$ cat src/include/ipm_defs.svh
// constants for the inactivity power manager
`ifndef IPM_DEFS_SVH
`define IPM_DEFS_SVH
`define IPM_CLK_HZ          25000000
`define IPM_SEC_CYC         (`IPM_CLK_HZ)
`define IPM_MIN_SEC         60
`define IPM_BTN_HOLD_SEC    4
`define IPM_MIN_PERIOD_MIN  6'h01
`define IPM_MAX_PERIOD_MIN  6'h3c
`define IPM_HDD_MAX_MIN     4'hf
`define IPM_DUTY_DEFAULT    3'h5
`define IPM_DUTY_STEPS      4'h8
`define IPM_IRQ_WAKE_MASK   16'hfef8
`endif

$ cat src/include/ipm_pkg.sv
// types shared by the inactivity power manager
package ipm_pkg;
    typedef enum logic [1:0] {IPM_PROF_USER, IPM_PROF_MIN, IPM_PROF_MAX} ipm_prof_e;
    typedef enum logic [1:0] {IPM_VID_SYNC_BLANK, IPM_VID_BLANK, IPM_VID_DPMS} ipm_vid_e;
    typedef enum logic [1:0] {IPM_PON_LAST, IPM_PON_ON, IPM_PON_OFF} ipm_pon_e;
    typedef enum logic [1:0] {IPM_ST_FULL, IPM_ST_THROTTLE, IPM_ST_VIDOFF,
                              IPM_ST_SUSPEND} ipm_state_e;
endpackage

$ cat src/include/ipm_tick_if.sv
// tick bundle passed from the timebase to the sequencer
`timescale 1ns/10ps
interface ipm_tick_if;
    logic sec_tick;
    logic min_tick;
    logic duty_tick;
    modport src (output sec_tick, output min_tick, output duty_tick);
    modport dst (input sec_tick, input min_tick, input duty_tick);
endinterface

$ cat src/ipm_timebase.sv
// second, minute and duty-slot tick dividers
`timescale 1ns/10ps
`include "ipm_defs.svh"
module ipm_timebase
    import ipm_pkg::*;
#(
    parameter int SEC_CYC = `IPM_SEC_CYC
)
(
    input  wire logic clk_sys,
    input  wire logic rst_n,
    ipm_tick_if.src   tick
);
    localparam int DUTY_CYC = SEC_CYC / 8;
    logic [31:0] sec_cnt_ff;
    logic [31:0] duty_cnt_ff;
    logic [5:0]  min_cnt_ff;

    always_ff @(posedge clk_sys)
    begin
        if (!rst_n)
            sec_cnt_ff <= 32'h0;
        else if (sec_cnt_ff == 32'(SEC_CYC - 1))
            sec_cnt_ff <= 32'h0;
        else
            sec_cnt_ff <= sec_cnt_ff + 32'h1;
    end

    // duty slot is one eighth of a second so a duty step is 12.5 percent
    always_ff @(posedge clk_sys)
    begin
        if (!rst_n)
            duty_cnt_ff <= 32'h0;
        else if (duty_cnt_ff >= 32'(DUTY_CYC - 1))
            duty_cnt_ff <= 32'h0;
        else
            duty_cnt_ff <= duty_cnt_ff + 32'h1;
    end

    always_ff @(posedge clk_sys)
    begin
        if (!rst_n)
            min_cnt_ff <= 6'h0;
        else if (tick.sec_tick)
            min_cnt_ff <= (min_cnt_ff == 6'(`IPM_MIN_SEC - 1)) ? 6'h0 : min_cnt_ff + 6'h1;
    end

    assign tick.sec_tick  = (sec_cnt_ff == 32'(SEC_CYC - 1));
    assign tick.duty_tick = (duty_cnt_ff >= 32'(DUTY_CYC - 1));
    assign tick.min_tick  = tick.sec_tick && (min_cnt_ff == 6'(`IPM_MIN_SEC - 1));
endmodule

$ cat src/ipm_sync.sv
// three-stage synchroniser bank with agreement detect
`timescale 1ns/10ps
module ipm_sync
#(
    parameter int W = 8
)
(
    input  wire logic         clk_sys,
    input  wire logic         rst_n,
    input  wire logic [W-1:0] async_in,
    output logic      [W-1:0] sync_out
);
    logic [W-1:0] s1_ff;
    logic [W-1:0] s2_ff;
    logic [W-1:0] s3_ff;
    logic [W-1:0] out_ff;

    genvar i;
    generate
        for (i = 0; i < W; i++)
        begin : g_bit
            always_ff @(posedge clk_sys)
            begin
                if (!rst_n)
                begin
                    s1_ff[i]  <= 1'b0;
                    s2_ff[i]  <= 1'b0;
                    s3_ff[i]  <= 1'b0;
                    out_ff[i] <= 1'b0;
                end
                else
                begin
                    s1_ff[i] <= async_in[i];
                    s2_ff[i] <= s1_ff[i];
                    s3_ff[i] <= s2_ff[i];
                    // a change counts only once stages two and three agree
                    if (s2_ff[i] == s3_ff[i])
                        out_ff[i] <= s3_ff[i];
                end
            end
        end
    endgenerate

    assign sync_out = out_ff;
endmodule

$ cat src/ipm_power_mgr.sv
// inactivity driven power state sequencer
`timescale 1ns/10ps
`include "ipm_defs.svh"
module ipm_power_mgr
    import ipm_pkg::*;
#(
    parameter int SEC_CYC = `IPM_SEC_CYC
)
(
    input  wire logic       clk_sys,
    input  wire logic       rst_n,
    // configuration
    input  wire logic       acpi_en,
    input  wire logic       os_apm_ctrl,
    input  wire ipm_prof_e  profile,
    input  wire logic [5:0] throttle_min,
    input  wire logic [5:0] vidoff_min,
    input  wire logic [5:0] suspend_min,
    input  wire logic [3:0] hdd_min,
    input  wire logic       hdd_off_on_suspend,
    input  wire logic [2:0] duty_sel,
    input  wire logic       video_mon_en,
    input  wire ipm_vid_e   video_method,
    input  wire logic       button_delay_mode,
    input  wire ipm_pon_e   power_on_after_loss,
    input  wire logic       ring_wake_en,
    input  wire logic       rtc_wake_en,
    input  wire logic       alarm_resume_en,
    input  wire logic       lan_wake_en,
    input  wire logic [15:0] irq_reload_en,
    input  wire logic       nmi_reload_en,
    input  wire logic [3:0] ide_reload_en,
    input  wire logic       fdd_reload_en,
    input  wire logic       ser_reload_en,
    input  wire logic       par_reload_en,
    // os requests, same clock domain
    input  wire logic       os_req_valid,
    input  wire ipm_state_e os_req_state,
    // activity and wake pins
    input  wire logic [15:0] irq_act,
    input  wire logic       nmi_act,
    input  wire logic [3:0] ide_act,
    input  wire logic       fdd_act,
    input  wire logic       ser_act,
    input  wire logic       par_act,
    input  wire logic       video_act,
    input  wire logic       ring_ind,
    input  wire logic       rtc_alarm,
    input  wire logic       alarm_match,
    input  wire logic       lan_magic,
    input  wire logic       power_button,
    // mains restore
    input  wire logic       mains_restore,
    input  wire logic       last_state_on,
    // outputs
    output ipm_state_e      pm_state,
    output logic            cpu_clk_en,
    output logic            video_on,
    output logic            sync_on,
    output logic            blank_write,
    output logic            disk_on,
    output logic            supply_on
);
    // ************************************************************
    // input synchronisation
    // ************************************************************
    localparam int NS = 16 + 1 + 4 + 5 + 5;
    logic [NS-1:0] raw_in;
    logic [NS-1:0] syn;
    logic [NS-1:0] syn_d_ff;
    ipm_tick_if    tick ();

    assign raw_in = {irq_act, nmi_act, ide_act, fdd_act, ser_act, par_act,
                     video_act, ring_ind, rtc_alarm, alarm_match, lan_magic,
                     power_button, 1'b0};

    ipm_sync #(.W(NS)) u_sync (
        .clk_sys  (clk_sys),
        .rst_n    (rst_n),
        .async_in (raw_in),
        .sync_out (syn)
    );

    ipm_timebase #(.SEC_CYC(SEC_CYC)) u_tb (
        .clk_sys (clk_sys),
        .rst_n   (rst_n),
        .tick    (tick)
    );

    always_ff @(posedge clk_sys)
    begin
        if (!rst_n)
            syn_d_ff <= '0;
        else
            syn_d_ff <= syn;
    end

    logic [NS-1:0] rise;
    assign rise = syn & ~syn_d_ff;

    logic [15:0] s_irq;
    logic        s_nmi, s_fdd, s_ser, s_par, s_vid, s_ring, s_rtc, s_alm, s_lan, s_btn;
    logic [3:0]  s_ide;
    assign s_irq  = rise[NS-1 -: 16];
    assign s_nmi  = rise[14];
    assign s_ide  = rise[13:10];
    assign s_fdd  = rise[9];
    assign s_ser  = rise[8];
    assign s_par  = rise[7];
    assign s_vid  = syn[6];
    assign s_ring = rise[5];
    assign s_rtc  = rise[4];
    assign s_alm  = rise[3];
    assign s_lan  = rise[2];
    assign s_btn  = syn[1];

    // ************************************************************
    // wake and reload decode
    // ************************************************************
    logic hw_ctrl;
    logic reload;
    logic wake;
    logic disk_act;
    ipm_state_e state_ff;

    // acpi stops the hardware sequencer and holds the full state; apm control lets the os drive
    assign hw_ctrl = !acpi_en;

    assign reload = (|(s_irq & irq_reload_en & 16'(`IPM_IRQ_WAKE_MASK)))
                  | (s_nmi & nmi_reload_en)
                  | (|(s_ide & ide_reload_en))
                  | (s_fdd & fdd_reload_en)
                  | (s_ser & ser_reload_en)
                  | (s_par & par_reload_en);

    assign wake = reload
                | (s_rtc & rtc_wake_en)
                | (s_ring & ring_wake_en && state_ff == IPM_ST_SUSPEND)
                | (s_alm & alarm_resume_en & rtc_wake_en
                   && state_ff == IPM_ST_SUSPEND);

    assign disk_act = |s_ide;

    // ************************************************************
    // timeout selection
    // ************************************************************
    function automatic logic [5:0] pick_min(input ipm_prof_e p, input logic [5:0] user);
        unique case (p)
            IPM_PROF_MAX:  pick_min = `IPM_MIN_PERIOD_MIN;
            IPM_PROF_MIN:  pick_min = `IPM_MAX_PERIOD_MIN;
            IPM_PROF_USER: pick_min = user;
            default:       pick_min = user;
        endcase
    endfunction

    logic [5:0] lim_thr, lim_vid, lim_sus, lim_cur;
    assign lim_thr = pick_min(profile, throttle_min);
    assign lim_vid = pick_min(profile, vidoff_min);
    assign lim_sus = pick_min(profile, suspend_min);

    always_comb
    begin
        unique case (state_ff)
            IPM_ST_FULL:     lim_cur = lim_thr;
            IPM_ST_THROTTLE: lim_cur = lim_vid;
            IPM_ST_VIDOFF:   lim_cur = lim_sus;
            IPM_ST_SUSPEND:  lim_cur = 6'h0;
        endcase
    end

    // ************************************************************
    // system idle timer
    // ************************************************************
    logic [5:0] idle_min_ff;
    logic       idle_restart;
    logic       idle_expire;

    assign idle_restart = wake
                        | (video_mon_en & s_vid && state_ff == IPM_ST_THROTTLE);
    // zero timeout means the stage is disabled
    assign idle_expire = (lim_cur != 6'h0) && (idle_min_ff >= lim_cur);

    always_ff @(posedge clk_sys)
    begin
        if (!rst_n)
            idle_min_ff <= 6'h0;
        else if (idle_restart || idle_expire || !hw_ctrl)
            idle_min_ff <= 6'h0;
        else if (tick.min_tick && idle_min_ff != 6'h3f)
            idle_min_ff <= idle_min_ff + 6'h1;
    end

    // ************************************************************
    // power state machine
    // ************************************************************
    ipm_state_e nxt_state;
    logic       btn_suspend;

    always_comb
    begin
        nxt_state = state_ff;
        if (!hw_ctrl)
            nxt_state = IPM_ST_FULL;
        // without apm control the os calls are simply dropped
        else if (os_apm_ctrl && os_req_valid)
            nxt_state = os_req_state;
        else if (wake)
            nxt_state = IPM_ST_FULL;
        else if (idle_expire && !os_apm_ctrl)
        begin
            unique case (state_ff)
                IPM_ST_FULL:     nxt_state = IPM_ST_THROTTLE;
                IPM_ST_THROTTLE: nxt_state = IPM_ST_VIDOFF;
                IPM_ST_VIDOFF:   nxt_state = IPM_ST_SUSPEND;
                IPM_ST_SUSPEND:  nxt_state = IPM_ST_SUSPEND;
            endcase
        end
        // a held button wins over any other request in that cycle
        if (hw_ctrl && btn_suspend)
            nxt_state = IPM_ST_SUSPEND;
    end

    always_ff @(posedge clk_sys)
    begin
        if (!rst_n)
            state_ff <= IPM_ST_FULL;
        else
            state_ff <= nxt_state;
    end

    // ************************************************************
    // power button and supply
    // ************************************************************
    logic [2:0] btn_sec_ff;
    logic       btn_done_ff;
    logic       supply_ff;
    logic       restore_done_ff;

    always_ff @(posedge clk_sys)
    begin
        if (!rst_n)
            btn_sec_ff <= 3'h0;
        else if (!s_btn)
            btn_sec_ff <= 3'h0;
        else if (tick.sec_tick && btn_sec_ff != 3'(`IPM_BTN_HOLD_SEC))
            btn_sec_ff <= btn_sec_ff + 3'h1;
    end

    always_ff @(posedge clk_sys)
    begin
        if (!rst_n)
            btn_done_ff <= 1'b0;
        else if (!s_btn)
            btn_done_ff <= 1'b0;
        else if (btn_suspend)
            btn_done_ff <= 1'b1;
    end

    // a held button suspends once per press, not every cycle
    assign btn_suspend = button_delay_mode && s_btn && !btn_done_ff
                       && btn_sec_ff == 3'(`IPM_BTN_HOLD_SEC);

    always_ff @(posedge clk_sys)
    begin
        if (!rst_n)
            restore_done_ff <= 1'b0;
        else if (mains_restore)
            restore_done_ff <= 1'b1;
    end

    always_ff @(posedge clk_sys)
    begin
        if (!rst_n)
            supply_ff <= 1'b0;
        else if (mains_restore && !restore_done_ff)
        begin
            unique case (power_on_after_loss)
                IPM_PON_ON:   supply_ff <= 1'b1;
                IPM_PON_OFF:  supply_ff <= 1'b0;
                IPM_PON_LAST: supply_ff <= last_state_on;
                default:      supply_ff <= last_state_on;
            endcase
        end
        else if (!supply_ff && s_lan && lan_wake_en)
            supply_ff <= 1'b1;
        else if (!button_delay_mode && rise[1])
            supply_ff <= !supply_ff;
    end

    // ************************************************************
    // disk timer
    // ************************************************************
    logic [3:0] hdd_idle_ff;
    logic       disk_ff;

    always_ff @(posedge clk_sys)
    begin
        if (!rst_n)
            hdd_idle_ff <= 4'h0;
        else if (disk_act || wake)
            hdd_idle_ff <= 4'h0;
        else if (tick.min_tick && hdd_idle_ff != `IPM_HDD_MAX_MIN)
            hdd_idle_ff <= hdd_idle_ff + 4'h1;
    end

    always_ff @(posedge clk_sys)
    begin
        if (!rst_n)
            disk_ff <= 1'b1;
        else if (disk_act || nxt_state == IPM_ST_FULL && wake)
            disk_ff <= 1'b1;
        else if (hw_ctrl && hdd_min != 4'h0 && hdd_idle_ff >= hdd_min)
            disk_ff <= 1'b0;
        else if (hdd_off_on_suspend && nxt_state == IPM_ST_SUSPEND
                 && state_ff != IPM_ST_SUSPEND)
            disk_ff <= 1'b0;
    end

    // ************************************************************
    // throttle duty and outputs
    // ************************************************************
    logic [2:0] slot_ff;
    logic       cpu_en_ff;
    logic [3:0] stop_slots;

    // duty_sel 0..5 stops 1..6 slots of 8, i.e. 12.5 to 75 percent
    assign stop_slots = (duty_sel > `IPM_DUTY_DEFAULT) ? 4'(`IPM_DUTY_DEFAULT) + 4'h1
                                                       : 4'(duty_sel) + 4'h1;

    always_ff @(posedge clk_sys)
    begin
        if (!rst_n)
            slot_ff <= 3'h0;
        else if (tick.duty_tick)
            slot_ff <= slot_ff + 3'h1;
    end

    always_ff @(posedge clk_sys)
    begin
        if (!rst_n)
            cpu_en_ff <= 1'b1;
        else unique case (state_ff)
            IPM_ST_THROTTLE: cpu_en_ff <= (4'(slot_ff) >= stop_slots);
            IPM_ST_FULL:     cpu_en_ff <= 1'b1;
            default:         cpu_en_ff <= (state_ff == IPM_ST_VIDOFF);
        endcase
    end

    logic vid_off;
    logic video_ff, sync_ff, blank_ff;
    assign vid_off = (state_ff == IPM_ST_VIDOFF) || (state_ff == IPM_ST_SUSPEND);

    always_ff @(posedge clk_sys)
    begin
        if (!rst_n)
        begin
            video_ff <= 1'b1;
            sync_ff  <= 1'b1;
            blank_ff <= 1'b0;
        end
        else
        begin
            video_ff <= !vid_off;
            sync_ff  <= !(vid_off && video_method != IPM_VID_BLANK);
            blank_ff <= vid_off && video_method != IPM_VID_DPMS;
        end
    end

    assign pm_state    = state_ff;
    assign cpu_clk_en  = cpu_en_ff;
    assign video_on    = video_ff;
    assign sync_on     = sync_ff;
    assign blank_write = blank_ff;
    assign disk_on     = disk_ff;
    assign supply_on   = supply_ff;
endmodule

$ cat config.mk
export PLATFORM = sky130hd
export DESIGN_NAME = ipm_power_mgr
export DESIGN_NICKNAME = d
export VERILOG_FILES = /design/src/include/ipm_pkg.sv /design/src/include/ipm_tick_if.sv /design/src/ipm_timebase.sv /design/src/ipm_sync.sv /design/src/ipm_power_mgr.sv
export VERILOG_INCLUDE_DIRS = /design/src /design/src/include
export SDC_FILE = /design/constraint.sdc
export NUM_CORES = 1
export LEC_CHECK = 0
export BUFFER_PORTS_ARGS = -buffer_cell sky130_fd_sc_hd__buf_2
export CAP_MARGIN = 25
export CORE_UTILIZATION = 40
export DETAILED_ROUTE_END_ITERATION = 6
export PLACE_DENSITY = 0.64
export SYNTH_ARGS = -nofsm -noshare
export SYNTH_HDL_FRONTEND = slang
export SYNTH_HIERARCHICAL = 1
export SYNTH_SLANG_ARGS = --single-unit
$ cat constraint.sdc
create_clock -name clk_sys -period 2.6 [get_ports clk_sys]
set_input_delay 0.13 -clock clk_sys [delete_from_list [all_inputs] [get_ports clk_sys]]
set_output_delay 0.13 -clock clk_sys [all_outputs]
set_load 0.05 [all_outputs]
==> impl_metrics.json, run 1 <==
{
  "p_leak_nw": 4.48,
  "netlist_area_um2": 8960,
  "end_kind": "flip-flop",
  "finalHoldViolations": 0,
  "hold_class": "input pin to flip-flop",
  "gp_congestion": 0.875,
  "p_int_mw": 5.94,
  "p_seq_share_pct": 47.3,
  "die-area_um2": 23000,
  "yosysWarnings": 6,
  "met2_usage_pct": 26.4,
  "dpl-instance-area_um2": 10000,
  "dp_hpwl_mm": 12.2,
  "die_w_um": 152,
  "h-tree-depth": 1,
  "cts_tree": "yes",
  "crit_end": "pm_state[0]",
  "switchingPower_mw": 1.56,
  "timing.setup.tns_ps": 0,
  "critical_path_class": "flip-flop to flip-flop",
  "io_pins": 109,
  "ir_worst_vdd_v": 0.000475,
  "relSlewSlack_pct": 57.0,
  "start_util_pct": 40.9,
  "drive_gt1_share_pct": 21.2,
  "grt_busiest_layer": "met2",
  "reg2reg_to": "pm_state[0]",
  "firstDrtPassIters": 6,
  "clk_latency_ps": 510,
  "cts_root_buffer": "clkbuf_16",
  "hold_slack_ps": 43.8,
  "r2r_start": "pm_state[0]",
  "cts_buffers": 24,
  "maxCapViolCount": 0,
  "antenna_found_initial": 3,
  "outcome": "finished, final reports clean",
  "dp.cells": 1336,
  "grt_first_pass_wirelength_mm": 29.6,
  "via_per_inst": 4.82,
  "use_met1_pct": 20.0,
  "numPortBuffers": 100,
  "grt_pass1_vias": 6517,
  "track_usage_pct": 15.7,
  "overflow": 0,
  "wl_per_cell_um": 12.7,
  "drtIter0Drc": 321,
  "final-instance-count-excl-fill": 1413,
  "required_ps": 3000,
  "cts_sinks": 225,
  "reg2regPathDepth": 13,
  "reg2reg_setup_slack_ps": 120,
  "syn2layout_area_growth_pct": 25.8,
  "slew_violations": 0,
  "grt_max_degree": 94,
  "fp.dieH_um": 152,
  "crit_fanout": 3,
  "coreArea_um2": 21900,
  "grtUsageMet3_pct": 3.44,
  "clockPowerShare_pct": 47.0,
  "clockBufferDepth": 3,
  "route.detailed.drc": 0,
  "fmax_mhz": 403,
  "setup_violations": 0,
  "min_period_over_period_pct": 95.5,
  "clk_pin_slew_ps": 60,
  "grt_setup_unrepaired": "yes",
  "wl_mm": 18.0,
  "setup.worst_path.start_class": "flip-flop",
  "tightest_slew_ps": 644,
  "setup.worst_path.start": "pm_state[0]",
  "ant_nets": 0,
  "fin_skew_ps": 11.4,
  "syn_avg_cell_area_um2": 9.55,
  "via_count": 6816,
  "setup_slack_ps": 116,
  "period_needed_ps": 2480,
  "synth_cells": 938,
  "design_area_um2": 11300,
  "dp_slack_ps": -189,
  "combinationalPowerShare_pct": 5.7,
  "powerDensity_nw_per_um2": 666,
  "p_sw_share_pct": 20.8,
  "nets": 1245,
  "worstPathArrival_ps": 2880,
  "rows": 54
}
-- cells in the final DEF, fill, tap and decap left out, drive strengths merged, types with 3 or more instances in the layout --
cell type and count:
o221ai 3, and4 3, and2 107, conb 10, nand2b 8, a21oi 21
nand3 29, nor2 76, bufinv 3, or3 3, nand2 87, clkinv 3
a21boi 28, nor4 16, dlygate4sd3 33, o21ai 39, dfxtp 225, nor2b 7
nand3b 6, o21a 5, nand4 17, xnor2 34, or4 7, o22ai 11
ha 26, o211ai 3, nor4b 3, buf 143, or2 4, inv 37
a211oi 4, and3 11, clkbuf 33, nor3 25, mux2i 6, xor2 27
-- metal layers --
layer	wire, um	part of all wire, %
met5	8	0.044
met4	345	1.9
met3	1180	6.5
met2	8070	45
met1	8400	47
-- worst min path at each step --
stage	to	depth (start not counted)	slack, ps	startpoint
after floorplan	sync_on	1	220	video_method[1]
after global placement	sync_on	2	330	video_method[1]
after detailed placement	blank_write	2	330	video_method[1]
after CTS	disk_on	4	4	hdd_off_on_suspend
after global routing	disk_on	4	40	hdd_off_on_suspend
final	disk_on	4	40	hdd_off_on_suspend
-- power by group through the flow --
stage | Sequential (mW) | Clock [mW] | Combinational, mW
finish | 3.55 | 3.53 | 0.426
floorplan | 3.63 | 0 | 0.216
global route | 3.56 | 3.76 | 0.472
CTS | 3.55 | 3.63 | 0.415
global placement | 3.62 | 0 | 0.369
detailed placement | 3.63 | 0 | 0.373
-- area by class of cell --
| type | count | area (um2) |
|---|---|---|
| inverter | 37 | 141 |
| tap | 280 | 350 |
| antenna | 2 | 5.00 |
| fill | 2032 | 10600 |
| timing repair buffer | 176 | 1180 |
| sequential | 225 | 4510 |
| clock inverter | 6 | 109 |
| multi-input combinational | 654 | 4260 |
| clock buffer | 33 | 716 |
-- repair_timing --
item | 4_1_cts | 5_1_grt
gates resized for setup | 1 | 17
setup endpoints to repair | 7 | 9
hold endpoints to repair | 37 | 0
hold buffers | 33 | 0
buffers inserted | 0 | 3
pin swaps | 0 | 10
-- worst max-delay path, cell delays in order (launching register included) --
cell and delay, ps:
dfxtp_2 330, buf_4 160, inv_4 60, buf_4 110, a21oi_1 50, a311o_1 370, ha_4 280, o21a_1 130
a21oi_2 60, a211oi_2 320, buf_4 180, xnor2_2 100, o21ai_1 90, nor2b_1 130
-- state kept, by name, summed over array words and instances, names as in the netlist, 3 cells and up --
| register | count |
|---|---|
| u_sync/s3_ff | 26 |
| u_sync/s1_ff | 26 |
| hdd_idle_ff | 4 |
| syn_d_ff | 25 |
| idle_min_ff | 6 |
| u_sync/s2_ff | 26 |
| btn_sec_ff | 3 |
| slot_ff | 3 |
| u_tb/min_cnt_ff | 6 |
| u_tb/sec_cnt_ff | 32 |
| u_sync/sync_out | 26 |
| u_tb/duty_cnt_ff | 32 |
-- stage by stage --
stage | total power, mW | util, %
after CTS | 7.60 | 51.0
after global placement | 3.99 | 45.7
after detailed placement | 4.00 | 45.7
final | 7.50 | 51.5
after floorplan | 3.85 | -
after global routing | 7.79 | 51.5
No activity file was read; power rests on OpenSTA's default activity.
==> run 2: changes to the inputs <==
--- a/config.mk
+++ b/config.mk
@@ -10,6 +10,7 @@
 export CAP_MARGIN = 25
 export CORE_UTILIZATION = 40
 export DETAILED_ROUTE_END_ITERATION = 6
+export HOLD_SLACK_MARGIN = 0.15
 export PLACE_DENSITY = 0.64
 export SYNTH_ARGS = -nofsm -noshare
 export SYNTH_HDL_FRONTEND = slang
==> run 2 against run 1 <==
Against the previous run: critical path depth did not move; routed wire length up 0.56%; first-iteration DRC count rose by 5.3%; critical endpoint unchanged.
==> impl_metrics.json, run 2 (same netlist as run 1, synthesis figures left out) <==
{
  "setup.worst_path.start": "pm_state[0]",
  "tightest_slew_ps": 644,
  "use_met1_pct": 20.0,
  "wl_per_cell_um": 12.8,
  "fin_skew_ps": 11.0,
  "relSlewSlack_pct": 57.0,
  "clk_pin_slew_ps": 60,
  "firstDrtPassIters": 5,
  "dpl-instance-area_um2": 10000,
  "start_util_pct": 40.9,
  "powerDensity_nw_per_um2": 663,
  "cts_sinks": 225,
  "gp_congestion": 0.875,
  "end_kind": "flip-flop",
  "dp_hpwl_mm": 12.2,
  "h-tree-depth": 1,
  "combinationalPowerShare_pct": 5.7,
  "reg2regPathDepth": 13,
  "cp.buffers_inverters": 4,
  "p_sw_share_pct": 20.8,
  "finalHoldViolations": 0,
  "die_w_um": 152,
  "min_period_over_period_pct": 96.5,
  "clockPowerShare_pct": 46.9,
  "p_leak_nw": 4.50,
  "via_count": 6838,
  "reg2reg_to": "pm_state[0]",
  "final_cell_mix": "223 x dfxtp_1, 107 x and2_1, 99 x buf_2, 85 x nand2_1, 70 x nor2_1",
  "track_usage_pct": 15.8,
  "overflow": 0,
  "via_per_inst": 4.82,
  "crit_fanout": 3,
  "ir_worst_vdd_v": 0.000475,
  "rows": 54,
  "crit_path_top_delay_cell": "a311o_1",
  "nFillCells": 2031,
  "slew_violations": 0,
  "total_power_mw": 7.50,
  "nets": 1250,
  "ant_nets": 0,
  "cts_tree": "yes",
  "grt_pass1_vias": 6556,
  "io_pins": 109,
  "path_cells": "buf_4 -> inv_4 -> buf_4 -> a21oi_1 -> a311o_1 -> ha_4 -> o21a_1 -> a21oi_2 -> a211oi_2 -> buf_4 -> xnor2_2 -> o21ai_1 -> nor2b_1",
  "period_needed_ps": 2510,
  "clk_latency_ps": 510,
  "drtIter0Drc": 338,
  "grt_busiest_layer": "met2",
  "switchingPower_mw": 1.56,
  "die-area_um2": 23000,
  "clockBufferDepth": 3,
  "outcome": "finished, final reports clean",
  "critical_path_class": "flip-flop to flip-flop",
  "drive_gt1_share_pct": 21.1,
  "wl_mm": 18.1,
  "crit_end": "pm_state[0]",
  "crit_family": "compound AO/OA/AOI/OAI gates",
  "coreArea_um2": 21900,
  "p_seq_share_pct": 47.3,
  "cts_root_buffer": "clkbuf_16",
  "met2_usage_pct": 26.6,
  "numPortBuffers": 100,
  "fp.dieH_um": 152,
  "final_util_pct": 51.7,
  "r2r_start": "pm_state[0]",
  "p_int_mw": 5.95,
  "setup.worst_path.start_class": "flip-flop",
  "hold_class": "input pin to flip-flop",
  "worstPathArrival_ps": 2910,
  "worst-path-stages": 13,
  "dp.cells": 1336,
  "grt_first_pass_wirelength_mm": 29.7,
  "required_ps": 3000,
  "path_common_cell": "buf_4",
  "grtUsageMet3_pct": 3.41,
  "antenna_found_initial": 3,
  "cts_buffers": 24,
  "hold_slack_ps": 177,
  "fmax_mhz": 399,
  "final_common_cell": "dfxtp_1",
  "route.detailed.drc": 0,
  "grt_max_degree": 94,
  "syn2layout_area_growth_pct": 26.3,
  "reg_top3": "u_tb/duty_cnt_ff: 32 flops, u_tb/sec_cnt_ff: 32 flops",
  "reg2reg_setup_slack_ps": 90,
  "design_area_um2": 11300,
  "grt_setup_unrepaired": "yes",
  "max_stage_delay_ps": 380,
  "maxCapViolCount": 0,
  "setup_violations": 0,
  "final-instance-count-excl-fill": 1418
}
-- run 2: tightest hold or removal path: stages --
cell and delay, ps:
buf_2 110, nand2_1 80, nor3_1 50, buf_4 150, nor2_1 80, nor2_1 40
-- run 2: timing repair --
item | CTS | global route
endpoints found under the hold margin | 46 | 0
gates resized for setup | 1 | 17
hold buffers | 38 | 0
endpoints found under the setup margin | 7 | 9
pin swaps | 0 | 10
setup buffers | 0 | 3
-- run 2: metal layers --
layer | vias up | wire length (um)
li1 | 3540 | -
met4 | 2 | 346
met3 | 33 | 1080
met5 | - | 8
met1 | 3114 | 8530
met2 | 149 | 8140
-- run 2: area by class of cell --
class	instances	area [um2]	area share (%)
clock buffer	33	716	6.32
tap	280	350	3.10
clock inverter	6	109	0.962
sequential	225	4510	39.8
inverter	37	141	1.25
timing repair buffer	181	1230	10.8
multi-input combinational	654	4260	37.7
antenna	2	5.00	0.0442
-- run 2: how the worst min path moves through the flow --
stage / from / endpoint / slack (ps) / cells after the start
final: button_delay_mode / btn_done_ff / 180 / 6
after global routing: button_delay_mode / btn_done_ff / 190 / 6
after CTS: button_delay_mode / btn_done_ff / 170 / 6
after detailed placement: video_method[1] / blank_write / 330 / 2
after global placement: video_method[1] / sync_on / 330 / 2
after floorplan: video_method[1] / sync_on / 220 / 1
-- run 2: power by group through the flow --
| stage | Sequential (mW) | Clock (mW) | Combinational [mW] |
|---|---|---|---|
| detailed placement | 3.63 | 0 | 0.373 |
| floorplan | 3.63 | 0 | 0.216 |
| CTS | 3.55 | 3.63 | 0.419 |
| finish | 3.55 | 3.52 | 0.430 |
| global route | 3.56 | 3.76 | 0.477 |
| global placement | 3.62 | 0 | 0.369 |
-- run 2: per-stage QoR --
stage / setup WS (ps) / setup TNS, ps
floorplan: 30.7 / 0
global placement: -104 / -721
detailed placement: -189 / -1460
CTS: 17.9 / 0
global route: -32.0 / -65.1
finish: 91.9 / 0
